$ cat src/design/flash_cmd_params.svh
/*
 * Constants of the flash command interpreter: command codes, status bit
 * positions, identifier offsets and operation times.
 * Assumes a 50 MHz clock and a 16-bit data bus.
 */
`ifndef FLASH_CMD_PARAMS_SVH
`define FLASH_CMD_PARAMS_SVH

// ----------------------------------------
// Command codes
// ----------------------------------------
`define CMD_READ_ARRAY  8'hff
`define CMD_PROGRAM     8'h40
`define CMD_PROGRAM_ALT 8'h10
`define CMD_ERASE       8'h20
`define CMD_EFP         8'h30
`define CMD_CONFIRM     8'hd0
`define CMD_SUSPEND     8'hb0
`define CMD_READ_STATUS 8'h70
`define CMD_CLEAR       8'h50
`define CMD_READ_ID     8'h90
`define CMD_READ_QUERY  8'h98
`define CMD_LOCK_SETUP  8'h60
`define CMD_OTP         8'hc0
`define CMD_LOCK        8'h01
`define CMD_LOCKDOWN    8'h2f
`define CMD_CFG         8'h03

// ----------------------------------------
// Status bit positions
// ----------------------------------------
`define SR_READY   7
`define SR_ESUSP   6
`define SR_EERR    5
`define SR_PERR    4
`define SR_VPP     3
`define SR_PSUSP   2
`define SR_LOCKED  1
`define SR_EFP     0

// ----------------------------------------
// Identifier space and fixed data
// ----------------------------------------
`define ID_MFR_OFS     4'h0
`define ID_DEV_OFS     4'h1
`define ID_BLK_OFS     4'h2
`define UNDEF_DATA     16'hffff
`define ZERO_DATA      16'h0000
`define LOCK_RESET     1'b1

// ----------------------------------------
// Times
// ----------------------------------------
`define CLK_PERIOD_NS  20
`define PROG_TIME_NS   16000
`define ERASE_TIME_MS  1000
`define NS_PER_MS      1000000

`endif

$ cat src/design/flash_cmd_pkg.sv
/*
 * Types shared by both ends of the flash command link.
 * Assumes flash_cmd_params.svh supplies the numeric constants.
 */
package flash_cmd_pkg;
	typedef enum logic [4:0] {
		ST_READY, ST_LOCK_SETUP, ST_OTP_SETUP, ST_OTP_BUSY,
		ST_PGM_SETUP, ST_PGM_BUSY, ST_PGM_SUSP,
		ST_ERS_SETUP, ST_ERS_BUSY, ST_ERS_SUSP,
		ST_PES_SETUP, ST_PES_BUSY, ST_PES_SUSP, ST_LOCK_SETUP_ES,
		ST_EFP_SETUP, ST_EFP_BUSY, ST_EFP_VERIFY
	} wsm_state_t;

	typedef enum logic [1:0] {MODE_ARRAY, MODE_STATUS, MODE_ID} out_mode_t;

	typedef enum logic [3:0] {
		OP_READ, OP_PROGRAM, OP_ERASE, OP_LOCK, OP_SUSPEND,
		OP_RESUME, OP_STATUS, OP_CLEAR, OP_EFP_DATA, OP_RAW
	} host_op_t;

	typedef enum logic [2:0] {H_IDLE, H_CYC1, H_CYC2, H_RD, H_RWAIT, H_DONE} host_state_t;
endpackage : flash_cmd_pkg

$ cat src/design/flash_bus_if.sv
/*
 * Bus between controller and flash: word address, write and read strobes,
 * read data one cycle after the read strobe.
 * Assumes one clock for both ends.
 */
interface flash_bus_if #(parameter int ADDR_W = 9);
	logic [ADDR_W-1:0] addr;
	logic [15:0]       wdata;
	logic [15:0]       rdata;
	logic              we;
	logic              re;

	modport dev  (input addr, input wdata, input we, input re, output rdata);
	modport host (output addr, output wdata, output we, output re, input rdata);
endinterface : flash_bus_if

$ cat src/design/flash_command_state_machine.sv
/*
 * Flash command interpreter: chip-wide write state machine, per-partition
 * output modes, status byte, block lock state and operation timers.
 * Assumes the array itself lives outside and answers array_addr_out
 * combinationally on array_data_in; address = {partition, block, offset}.
 */
`include "flash_cmd_params.svh"

module flash_command_state_machine #(
	parameter int PART_W       = 2,
	parameter int BLK_W        = 3,
	parameter int OFS_W        = 4,
	parameter int PROG_CYCLES  = `PROG_TIME_NS / `CLK_PERIOD_NS,
	parameter int ERASE_CYCLES = `ERASE_TIME_MS * `NS_PER_MS / `CLK_PERIOD_NS,
	parameter logic [15:0] MFR_ID = 16'h00a5,  // Arbitrary value
	parameter logic [15:0] DEV_ID = 16'h005a   // Arbitrary value
) (
	input  wire logic              clk_in,
	input  wire logic              rst_in,
	flash_bus_if.dev               bus,
	input  wire logic              vpp_ok_in,
	input  wire logic              erase_fail_in,
	input  wire logic [15:0]       array_data_in,
	output logic [PART_W+BLK_W+OFS_W-1:0] array_addr_out,
	output logic                   ready_out,
	output logic [PART_W-1:0]      active_part_out
);
	localparam int NPART = 1 << PART_W;
	localparam int NBLK  = 1 << (PART_W + BLK_W);
	localparam int AW    = PART_W + BLK_W + OFS_W;

	if (PART_W < 1 || BLK_W < 1 || OFS_W < 2 || PROG_CYCLES < 1 || ERASE_CYCLES < 1)
		$error("flash_command_state_machine: bad parameters");

	function automatic logic [PART_W-1:0] part_of(input logic [AW-1:0] a);
		return a[AW-1 -: PART_W];
	endfunction : part_of

	function automatic logic [PART_W+BLK_W-1:0] blk_of(input logic [AW-1:0] a);
		return a[AW-1 -: PART_W+BLK_W];
	endfunction : blk_of

	flash_cmd_pkg::wsm_state_t state_reg, state_next;
	flash_cmd_pkg::out_mode_t  mode_reg [NPART];
	logic [NBLK-1:0]           lock_reg, ldn_reg;
	logic [31:0]               pgm_cnt_reg, ers_cnt_reg;
	logic [7:0]                err_reg, set_err;
	logic [PART_W-1:0]         act_part_reg, ers_part_reg, busy_part;
	logic [PART_W+BLK_W-1:0]   efp_blk_reg, ers_blk_reg;
	logic [15:0]               rdata_reg;
	logic [7:0]                sr, cmd;
	logic [PART_W-1:0]         wpart;
	logic [PART_W+BLK_W-1:0]   wblk;
	logic                      wr, ld_pgm, ld_ers, ld_efp, pgm_run, ers_run;
	logic                      pgm_done, ers_done, busy, wlocked, lock_act;
	logic [7:0]                lock_cmd;

	assign wr      = bus.we;
	assign cmd     = bus.wdata[7:0];
	assign wpart   = part_of(bus.addr);
	assign wblk    = blk_of(bus.addr);
	assign wlocked = lock_reg[wblk];

	// ----------------------------------------
	// Status
	// ----------------------------------------
	always_comb begin
		busy = state_reg inside {flash_cmd_pkg::ST_PGM_BUSY, flash_cmd_pkg::ST_ERS_BUSY,
			flash_cmd_pkg::ST_PES_BUSY, flash_cmd_pkg::ST_OTP_BUSY,
			flash_cmd_pkg::ST_EFP_BUSY, flash_cmd_pkg::ST_EFP_VERIFY};
		pgm_run = state_reg inside {flash_cmd_pkg::ST_PGM_BUSY, flash_cmd_pkg::ST_PES_BUSY,
			flash_cmd_pkg::ST_OTP_BUSY, flash_cmd_pkg::ST_EFP_BUSY,
			flash_cmd_pkg::ST_EFP_VERIFY} && pgm_cnt_reg != 32'h0;
		ers_run = state_reg == flash_cmd_pkg::ST_ERS_BUSY;
		sr = err_reg;
		sr[`SR_READY] = !busy;
		sr[`SR_ESUSP] = state_reg inside {flash_cmd_pkg::ST_ERS_SUSP,
			flash_cmd_pkg::ST_PES_SETUP, flash_cmd_pkg::ST_PES_BUSY,
			flash_cmd_pkg::ST_PES_SUSP, flash_cmd_pkg::ST_LOCK_SETUP_ES};
		sr[`SR_PSUSP] = state_reg inside {flash_cmd_pkg::ST_PGM_SUSP, flash_cmd_pkg::ST_PES_SUSP};
		sr[`SR_EFP] = state_reg inside {flash_cmd_pkg::ST_EFP_BUSY, flash_cmd_pkg::ST_EFP_VERIFY}
			&& pgm_cnt_reg != 32'h0;
	end

	assign pgm_done  = pgm_run && pgm_cnt_reg == 32'h1;
	assign ers_done  = ers_run && ers_cnt_reg == 32'h1;
	assign ready_out = sr[`SR_READY];
	assign busy_part = (state_reg == flash_cmd_pkg::ST_ERS_BUSY) ? ers_part_reg : act_part_reg;
	assign active_part_out = busy_part;
	assign array_addr_out  = bus.addr;

	// ----------------------------------------
	// Write state machine
	// ----------------------------------------
	always_comb begin
		state_next = state_reg;
		set_err    = 8'h0;
		ld_pgm     = 1'b0;
		ld_ers     = 1'b0;
		ld_efp     = 1'b0;
		lock_act   = 1'b0;
		lock_cmd   = cmd;
		if (wr) begin
			unique case (state_reg)
				flash_cmd_pkg::ST_READY: begin
					unique case (cmd)
						`CMD_PROGRAM, `CMD_PROGRAM_ALT: state_next = flash_cmd_pkg::ST_PGM_SETUP;
						`CMD_ERASE:      state_next = flash_cmd_pkg::ST_ERS_SETUP;
						`CMD_EFP:        state_next = flash_cmd_pkg::ST_EFP_SETUP;
						`CMD_LOCK_SETUP: state_next = flash_cmd_pkg::ST_LOCK_SETUP;
						`CMD_OTP:        state_next = flash_cmd_pkg::ST_OTP_SETUP;
						default: ;
					endcase
				end
				flash_cmd_pkg::ST_LOCK_SETUP, flash_cmd_pkg::ST_LOCK_SETUP_ES: begin
					state_next = (state_reg == flash_cmd_pkg::ST_LOCK_SETUP) ?
						flash_cmd_pkg::ST_READY : flash_cmd_pkg::ST_ERS_SUSP;
					if (cmd inside {`CMD_LOCK, `CMD_CONFIRM, `CMD_LOCKDOWN, `CMD_CFG})
						lock_act = 1'b1;
					else begin
						set_err[`SR_PERR] = 1'b1;
						set_err[`SR_EERR] = 1'b1;
					end
				end
				flash_cmd_pkg::ST_PGM_SETUP, flash_cmd_pkg::ST_PES_SETUP,
				flash_cmd_pkg::ST_OTP_SETUP: begin
					state_next = (state_reg == flash_cmd_pkg::ST_PES_SETUP) ?
						flash_cmd_pkg::ST_ERS_SUSP : flash_cmd_pkg::ST_READY;
					if (!vpp_ok_in) begin
						set_err[`SR_VPP]  = 1'b1;
						set_err[`SR_PERR] = 1'b1;
					end else if (wlocked && state_reg != flash_cmd_pkg::ST_OTP_SETUP) begin
						set_err[`SR_LOCKED] = 1'b1;
						set_err[`SR_PERR]   = 1'b1;
					end else if (state_reg == flash_cmd_pkg::ST_PES_SETUP && wblk == ers_blk_reg)
						set_err[`SR_PERR] = 1'b1;
					else begin
						ld_pgm = 1'b1;
						unique case (state_reg)
							flash_cmd_pkg::ST_PGM_SETUP: state_next = flash_cmd_pkg::ST_PGM_BUSY;
							flash_cmd_pkg::ST_PES_SETUP: state_next = flash_cmd_pkg::ST_PES_BUSY;
							default: state_next = flash_cmd_pkg::ST_OTP_BUSY;
						endcase
					end
				end
				flash_cmd_pkg::ST_ERS_SETUP, flash_cmd_pkg::ST_EFP_SETUP: begin
					state_next = flash_cmd_pkg::ST_READY;
					if (cmd != `CMD_CONFIRM) begin
						set_err[`SR_PERR] = 1'b1;
						set_err[`SR_EERR] = 1'b1;
					end else if (wlocked) begin
						set_err[`SR_LOCKED] = 1'b1;
						set_err[`SR_EERR]   = 1'b1;
					end else if (!vpp_ok_in) begin
						set_err[`SR_VPP]  = 1'b1;
						set_err[`SR_EERR] = 1'b1;
					end else if (state_reg == flash_cmd_pkg::ST_ERS_SETUP) begin
						ld_ers     = 1'b1;
						state_next = flash_cmd_pkg::ST_ERS_BUSY;
					end else begin
						ld_efp     = 1'b1;
						state_next = flash_cmd_pkg::ST_EFP_BUSY;
					end
				end
				flash_cmd_pkg::ST_PGM_BUSY, flash_cmd_pkg::ST_PES_BUSY,
				flash_cmd_pkg::ST_ERS_BUSY: begin
					if (cmd == `CMD_SUSPEND)
						unique case (state_reg)
							flash_cmd_pkg::ST_PGM_BUSY: state_next = flash_cmd_pkg::ST_PGM_SUSP;
							flash_cmd_pkg::ST_PES_BUSY: state_next = flash_cmd_pkg::ST_PES_SUSP;
							default: state_next = flash_cmd_pkg::ST_ERS_SUSP;
						endcase
				end
				flash_cmd_pkg::ST_PGM_SUSP:
					if (cmd == `CMD_CONFIRM) state_next = flash_cmd_pkg::ST_PGM_BUSY;
				flash_cmd_pkg::ST_PES_SUSP:
					if (cmd == `CMD_CONFIRM) state_next = flash_cmd_pkg::ST_PES_BUSY;
				flash_cmd_pkg::ST_ERS_SUSP: begin
					unique case (cmd)
						`CMD_PROGRAM, `CMD_PROGRAM_ALT: state_next = flash_cmd_pkg::ST_PES_SETUP;
						`CMD_LOCK_SETUP: state_next = flash_cmd_pkg::ST_LOCK_SETUP_ES;
						`CMD_CONFIRM:    state_next = flash_cmd_pkg::ST_ERS_BUSY;
						default: ;
					endcase
				end
				flash_cmd_pkg::ST_EFP_BUSY, flash_cmd_pkg::ST_EFP_VERIFY: begin
					if (wblk != efp_blk_reg)
						state_next = (state_reg == flash_cmd_pkg::ST_EFP_BUSY) ?
							flash_cmd_pkg::ST_EFP_VERIFY : flash_cmd_pkg::ST_READY;
					else if (!sr[`SR_EFP])
						ld_pgm = 1'b1;
				end
				flash_cmd_pkg::ST_OTP_BUSY: ;
			endcase
		end
		// Completion beats a same-cycle suspend: the operation is simply over
		if (pgm_done)
			unique case (state_reg)
				flash_cmd_pkg::ST_PGM_BUSY, flash_cmd_pkg::ST_OTP_BUSY:
					state_next = flash_cmd_pkg::ST_READY;
				flash_cmd_pkg::ST_PES_BUSY: state_next = flash_cmd_pkg::ST_ERS_SUSP;
				default: ;
			endcase
		if (ers_done) begin
			state_next = flash_cmd_pkg::ST_READY;
			set_err[`SR_EERR] = erase_fail_in;
		end
	end

	always_ff @(posedge clk_in) begin
		if (rst_in) state_reg <= flash_cmd_pkg::ST_READY;
		else state_reg <= state_next;
	end

	// ----------------------------------------
	// Timers and active operation
	// ----------------------------------------
	always_ff @(posedge clk_in) begin
		if (rst_in) begin
			pgm_cnt_reg <= 32'h0;
			ers_cnt_reg <= 32'h0;
		end else begin
			if (ld_pgm) pgm_cnt_reg <= 32'(PROG_CYCLES);
			else if (pgm_run) pgm_cnt_reg <= pgm_cnt_reg - 32'h1;
			if (ld_ers) ers_cnt_reg <= 32'(ERASE_CYCLES);
			else if (ers_run) ers_cnt_reg <= ers_cnt_reg - 32'h1;  // Frozen while suspended
		end
	end

	always_ff @(posedge clk_in) begin
		if (rst_in) begin
			act_part_reg <= '0;
			ers_part_reg <= '0;
			ers_blk_reg  <= '0;
			efp_blk_reg  <= '0;
		end else begin
			if (ld_pgm || ld_ers || ld_efp) act_part_reg <= wpart;
			if (ld_ers) begin
				ers_part_reg <= wpart;
				ers_blk_reg  <= wblk;
			end
			if (ld_efp) efp_blk_reg <= wblk;
		end
	end

	// ----------------------------------------
	// Sticky error bits
	// ----------------------------------------
	always_ff @(posedge clk_in) begin
		if (rst_in) err_reg <= 8'h0;
		else if (wr && cmd == `CMD_CLEAR && state_reg == flash_cmd_pkg::ST_READY)
			err_reg <= set_err;
		else
			err_reg <= err_reg | set_err;
	end

	// ----------------------------------------
	// Block protection
	// ----------------------------------------
	always_ff @(posedge clk_in) begin
		if (rst_in) begin
			lock_reg <= {NBLK{`LOCK_RESET}};
			ldn_reg  <= '0;
		end else if (lock_act) begin
			unique case (lock_cmd)
				`CMD_LOCK: lock_reg[wblk] <= 1'b1;
				`CMD_CONFIRM: if (!ldn_reg[wblk]) lock_reg[wblk] <= 1'b0;
				`CMD_LOCKDOWN: begin
					lock_reg[wblk] <= 1'b1;
					ldn_reg[wblk]  <= 1'b1;
				end
				default: ;
			endcase
		end
	end

	// ----------------------------------------
	// Output modes
	// ----------------------------------------
	for (genvar p = 0; p < NPART; p++) begin : g_mode
		always_ff @(posedge clk_in) begin
			if (rst_in) mode_reg[p] <= flash_cmd_pkg::MODE_ARRAY;
			else if (wr && wpart == p) begin
				if (state_reg inside {flash_cmd_pkg::ST_PGM_SETUP, flash_cmd_pkg::ST_ERS_SETUP,
					flash_cmd_pkg::ST_OTP_SETUP, flash_cmd_pkg::ST_PES_SETUP,
					flash_cmd_pkg::ST_EFP_SETUP, flash_cmd_pkg::ST_EFP_BUSY,
					flash_cmd_pkg::ST_EFP_VERIFY, flash_cmd_pkg::ST_LOCK_SETUP,
					flash_cmd_pkg::ST_LOCK_SETUP_ES})
					mode_reg[p] <= flash_cmd_pkg::MODE_STATUS;
				else
					unique case (cmd)
						`CMD_READ_ARRAY: mode_reg[p] <= flash_cmd_pkg::MODE_ARRAY;
						`CMD_READ_STATUS, `CMD_PROGRAM, `CMD_PROGRAM_ALT, `CMD_ERASE,
						`CMD_EFP, `CMD_LOCK_SETUP, `CMD_OTP:
							mode_reg[p] <= flash_cmd_pkg::MODE_STATUS;
						`CMD_READ_ID, `CMD_READ_QUERY: mode_reg[p] <= flash_cmd_pkg::MODE_ID;
						default: ;
					endcase
			end
		end
	end

	// ----------------------------------------
	// Read path
	// ----------------------------------------
	always_ff @(posedge clk_in) begin
		if (rst_in) rdata_reg <= `ZERO_DATA;
		else if (bus.re)
			unique case (mode_reg[part_of(bus.addr)])
				flash_cmd_pkg::MODE_ARRAY:
					rdata_reg <= (busy && part_of(bus.addr) == busy_part) ?
						`UNDEF_DATA : array_data_in;
				flash_cmd_pkg::MODE_STATUS: rdata_reg <= {8'h0, sr};
				flash_cmd_pkg::MODE_ID:
					unique case (bus.addr[OFS_W-1:0])
						OFS_W'(`ID_MFR_OFS): rdata_reg <= MFR_ID;
						OFS_W'(`ID_DEV_OFS): rdata_reg <= DEV_ID;
						OFS_W'(`ID_BLK_OFS):
							rdata_reg <= {14'h0, ldn_reg[blk_of(bus.addr)],
								lock_reg[blk_of(bus.addr)]};
						default: rdata_reg <= `ZERO_DATA;
					endcase
				default: rdata_reg <= `ZERO_DATA;
			endcase
	end

	assign bus.rdata = rdata_reg;
endmodule : flash_command_state_machine

$ cat src/flat_wrapper.sv
// flat-port wrapper written by rule: the top's interface ports become plain ports
module flash_command_state_machine_flat 
#(
	parameter int PART_W       = 2,
	parameter int BLK_W        = 3,
	parameter int OFS_W        = 4,
	parameter int PROG_CYCLES  = `PROG_TIME_NS / `CLK_PERIOD_NS,
	parameter int ERASE_CYCLES = `ERASE_TIME_MS * `NS_PER_MS / `CLK_PERIOD_NS,
	parameter logic [15:0] MFR_ID = 16'h00a5,                    
	parameter logic [15:0] DEV_ID = 16'h005a                     
)
  (clk_in, rst_in, vpp_ok_in, erase_fail_in, array_data_in, array_addr_out, ready_out, active_part_out, bus_addr, bus_wdata, bus_we, bus_re, bus_rdata);
  flash_bus_if #(.ADDR_W(9)) bus_i ();
  input  wire logic clk_in;
  input  wire logic rst_in;
  input  wire logic vpp_ok_in;
  input  wire logic erase_fail_in;
  input  wire logic [15:0] array_data_in;
  output logic [PART_W+BLK_W+OFS_W-1:0] array_addr_out;
  output logic ready_out;
  output logic [PART_W-1:0] active_part_out;
  input wire logic [$bits(bus_i.addr)-1:0] bus_addr;
  input wire logic [$bits(bus_i.wdata)-1:0] bus_wdata;
  input wire logic [$bits(bus_i.we)-1:0] bus_we;
  input wire logic [$bits(bus_i.re)-1:0] bus_re;
  output wire logic [$bits(bus_i.rdata)-1:0] bus_rdata;
  assign bus_i.addr = bus_addr;
  assign bus_i.wdata = bus_wdata;
  assign bus_i.we = bus_we;
  assign bus_i.re = bus_re;
  assign bus_rdata = bus_i.rdata;
  flash_command_state_machine #(.PART_W(PART_W), .BLK_W(BLK_W), .OFS_W(OFS_W), .PROG_CYCLES(PROG_CYCLES), .ERASE_CYCLES(ERASE_CYCLES), .MFR_ID(MFR_ID), .DEV_ID(DEV_ID)) u_core (.clk_in(clk_in), .rst_in(rst_in), .bus(bus_i), .vpp_ok_in(vpp_ok_in), .erase_fail_in(erase_fail_in), .array_data_in(array_data_in), .array_addr_out(array_addr_out), .ready_out(ready_out), .active_part_out(active_part_out));
endmodule
$ cat config.mk
export PLATFORM = sky130hd
export DESIGN_NAME = flash_command_state_machine_flat
export DESIGN_NICKNAME = d
export VERILOG_FILES = /design/src/design/flash_cmd_pkg.sv /design/src/design/flash_bus_if.sv /design/src/design/flash_command_state_machine.sv /design/src/flat_wrapper.sv
export VERILOG_INCLUDE_DIRS = /design/src /design/src/design
export SDC_FILE = /design/constraint.sdc
export NUM_CORES = 1
export LEC_CHECK = 0
export ABC_AREA = 1
export BUFFER_PORTS_ARGS = -buffer_cell sky130_fd_sc_hd__buf_2
export CAP_MARGIN = 20
export CORE_MARGIN = 4
export CORE_UTILIZATION = 35
export DETAILED_ROUTE_END_ITERATION = 6
export GPL_ROUTABILITY_DRIVEN = 0
export GPL_TIMING_DRIVEN = 0
export PLACE_DENSITY = 0.59
export SLEW_MARGIN = 0
export SYNTH_ARGS = -nofsm -noshare
export SYNTH_HDL_FRONTEND = slang
export SYNTH_SLANG_ARGS = --single-unit
export TNS_END_PERCENT = 20
$ cat constraint.sdc
create_clock -name clk_in -period 2.8 [get_ports clk_in]
set_input_delay 0.14 -clock clk_in [delete_from_list [all_inputs] [get_ports clk_in]]
set_output_delay 0.14 -clock clk_in [all_outputs]
set_load 0.01 [all_outputs]
==> results.json <==
{
  "worst_hold_slack_ns": 0.0291,
  "crit_top_cell": "nor2_1",
  "antenna_found_initial": 0,
  "place_area_um2": 10500,
  "p_total_mw": 11.4,
  "initial_core_util_pct": 35.8,
  "syn2layout_area_growth_pct": 13.9,
  "yosysTopAreaCell": "dfxtp_1",
  "slew_headroom_pct": 44.5,
  "hold_buffers": 0,
  "setup-violations-final": 0,
  "min_period_over_period_pct": 88.5,
  "fin_nets": 1631,
  "hold_depth": 5,
  "path_depth": 12,
  "grt_pass1_vias": 8846,
  "vdd_drop_max_mv": 0.460,
  "synthArstFlopShare_pct": 0,
  "hpwl_mm": 20.7,
  "drtPass1Iterations": 5,
  "fmax_mhz": 403,
  "status": "finished clean",
  "insertion_delay_ns": 0.44,
  "fin_crit_ns": 2.48,
  "max_stage_delay_ns": 0.50,
  "die_w_um": 174,
  "reg2reg_depth": 12,
  "totalWireLength_mm": 27.3,
  "core_um2": 27100,
  "drt-vias-per-instance": 4.90,
  "critPathArrivalTime_ns": 2.64,
  "drt_iter0_markers": 584,
  "ctsResizeCount": 0,
  "setup_tns_ns": 0,
  "clock_sinks": 173,
  "power_per_cell_area_nw_per_um2": 1030,
  "crit_family": "simple AND/OR/NAND/NOR gates",
  "cp.required_ns": 2.96,
  "crit_type": "reg2reg",
  "maxCapViolCount": 0,
  "syn_nets": 1551,
  "final_common_cell": "nand2_1",
  "power_leakage_nw": 5.08,
  "drive_gt1_share_pct": 11.2,
  "grt_pass1_wl_mm": 44.5,
  "post_cts_buffers": 0,
  "cts.reportedPaths.clkPinSlew_ns": 0.07,
  "synth_edf_count": 8,
  "final_cell_mix": "nand2_1, nor2_1, dfxtp_1, inv_1, a21oi_1",
  "end_kind": "register",
  "cp_max_fo": 7,
  "cts_tree": "yes",
  "hold_viol_final": 0,
  "cp_num_buf_inv": 2,
  "track_usage_pct": 17.6,
  "synth_cell_types": 48,
  "wl_per_cell_um": 13.9,
  "drc": 0,
  "syn-mean-instance-area_um2": 6.47,
  "antennaDiodeCount": 0,
  "synth_top_cell_area_share_pct": 34.1,
  "slowest_stage": "dfxtp_1",
  "place_inst": 1932,
  "worst_pin_slew_ns": 0.832,
  "die_area_um2": 30400,
  "clockRootBuffer": "clkbuf_16",
  "num_rows": 60,
  "max-clock-path-buffers": 2,
  "start_kind": "register",
  "fillCellCount": 2924,
  "ys.flop_type": "dfxtp_1",
  "num_vias": 9630,
  "report.final.slew_viol_count": 0,
  "port-buffer-count": 61,
  "ios": 75,
  "yosysWarnings": 0,
  "final_area_um2": 11100,
  "ant_nets": 0,
  "grt_max_degree": 19,
  "stdcell_count": 1964,
  "ys_top_cells_by_area": "dfxtp_1, nand2_1, nor2_1",
  "synthCells": 1499,
  "path_cells": "inv_2 > nand3_4 > nor2_1 > nor2_1 > nand2_1 > nor2_1 > nand3_1 > inv_2 > nand4_1 > nor3_2 > nor2_1 > nand2_1",
  "htreeDepth": 4,
  "rsz0062_at_grt": "no",
  "die_h_um": 174,
  "synth_seq_cells": 173,
  "hp-class": "in2reg",
  "cts_buffers": 17,
  "syn_area_um2": 9700,
  "grt_overflow_total": 0,
  "yosysSeqAreaShare_pct": 36.5,
  "clock_skew_ns": 0.0154
}
==> kinds of logic after synthesis <==
logic type | Yosys count | share of synthesized area (%)
adder cells (fa/ha/maj) | 5 | 0.645
AO/OA/AOI/OAI | 246 | 13.4
XOR/XNOR | 45 | 4.06
flip-flops | 173 | 36.5
AND/OR/NAND/NOR | 817 | 36.2
buffers and inverters | 213 | 9.22
==> routing by layer <==
| layer | GRT usage [%] | up-vias | share of wire [%] | wire length [um] |
|---|---|---|---|---|
| li1 | - | 4974 | - | - |
| met1 | 23.3 | 4372 | 47 | 12800 |
| met2 | 30.0 | 243 | 47 | 12700 |
| met3 | 2.96 | 41 | 4.8 | 1310 |
| met4 | 4.52 | 0 | 1.6 | 443 |
| met5 | 0 | - | 0 | 0 |
==> report_power, final <==
group / switching (mW) / total (mW) / internal (mW)
combinational: 3.76 / 5.75 / 1.99
sequential: 0.407 / 3.28 / 2.88
clock: 1.17 / 2.36 / 1.19
==> Yosys cell counts, types with 2 or more instances <==
master / number
nor3_1: 23
nor3_4: 2
edfxtp_1: 8
nand2_2: 5
nand3_1: 46
a31oi_1: 6
ha_1: 5
clkinv_1: 2
buf_1: 5
dfxtp_1: 165
nor2_1: 270
a21oi_1: 139
o21ai_2: 3
xnor2_1: 17
a21oi_2: 3
o21ai_0: 41
buf_2: 11
nand3b_1: 5
nand4_1: 36
nor2_2: 7
buf_4: 13
nor3_2: 4
inv_1: 146
or2_0: 4
nor4_1: 7
nor2_8: 2
o21bai_1: 2
nor2_4: 4
o211ai_1: 7
o21ai_1: 41
or2_2: 5
nand2_4: 2
clkbuf_1: 16
nand2_1: 388
xor2_1: 28
inv_2: 15
nand3_2: 2
buf_6: 4
==> path summary, 6_finish.rpt <==
kind	startpoint	endpoint	slack, ns
worst max-delay path	u_core.state_reg[2]	u_core.mode_reg[2][0]	0.32
worst min-delay path	array_data_in[11]	u_core.bus.rdata[11]	0.03
worst max register to register	u_core.state_reg[2]	u_core.mode_reg[2][0]	0.32
worst min register to register	u_core.efp_blk_reg[3]	u_core.efp_blk_reg[3]	0.46
==> worst register-to-register path: cells and delay by family, from the launching register on <==
kind | cells | cell delay, ns
and+or+nand+nor | 10 | 1.46
buffers and inverters | 2 | 0.26
DFF | 1 | 0.50
==> stage by stage <==
step | setup WS [ns] | utilization [%]
detailed placement | 0.182 | 38.6
finish | 0.321 | 40.8
global route | 0.159 | 40.8
floorplan | 0.817 | -
global placement | 0.159 | 38.6
CTS | 0.342 | 40.8
==> final cells by class <==
type | count | area [um2] | area share [%]
well taps | 372 | 465 | 4.21
multi-input cells | 1113 | 5260 | 47.6
clock inverters | 14 | 151 | 1.37
plain buffers | 49 | 277 | 2.50
inverters | 164 | 618 | 5.59
repair buffers | 61 | 305 | 2.76
flip-flops and latches | 173 | 3540 | 32.1
clock buffers | 18 | 429 | 3.88
(Power assumes the default switching activity.)
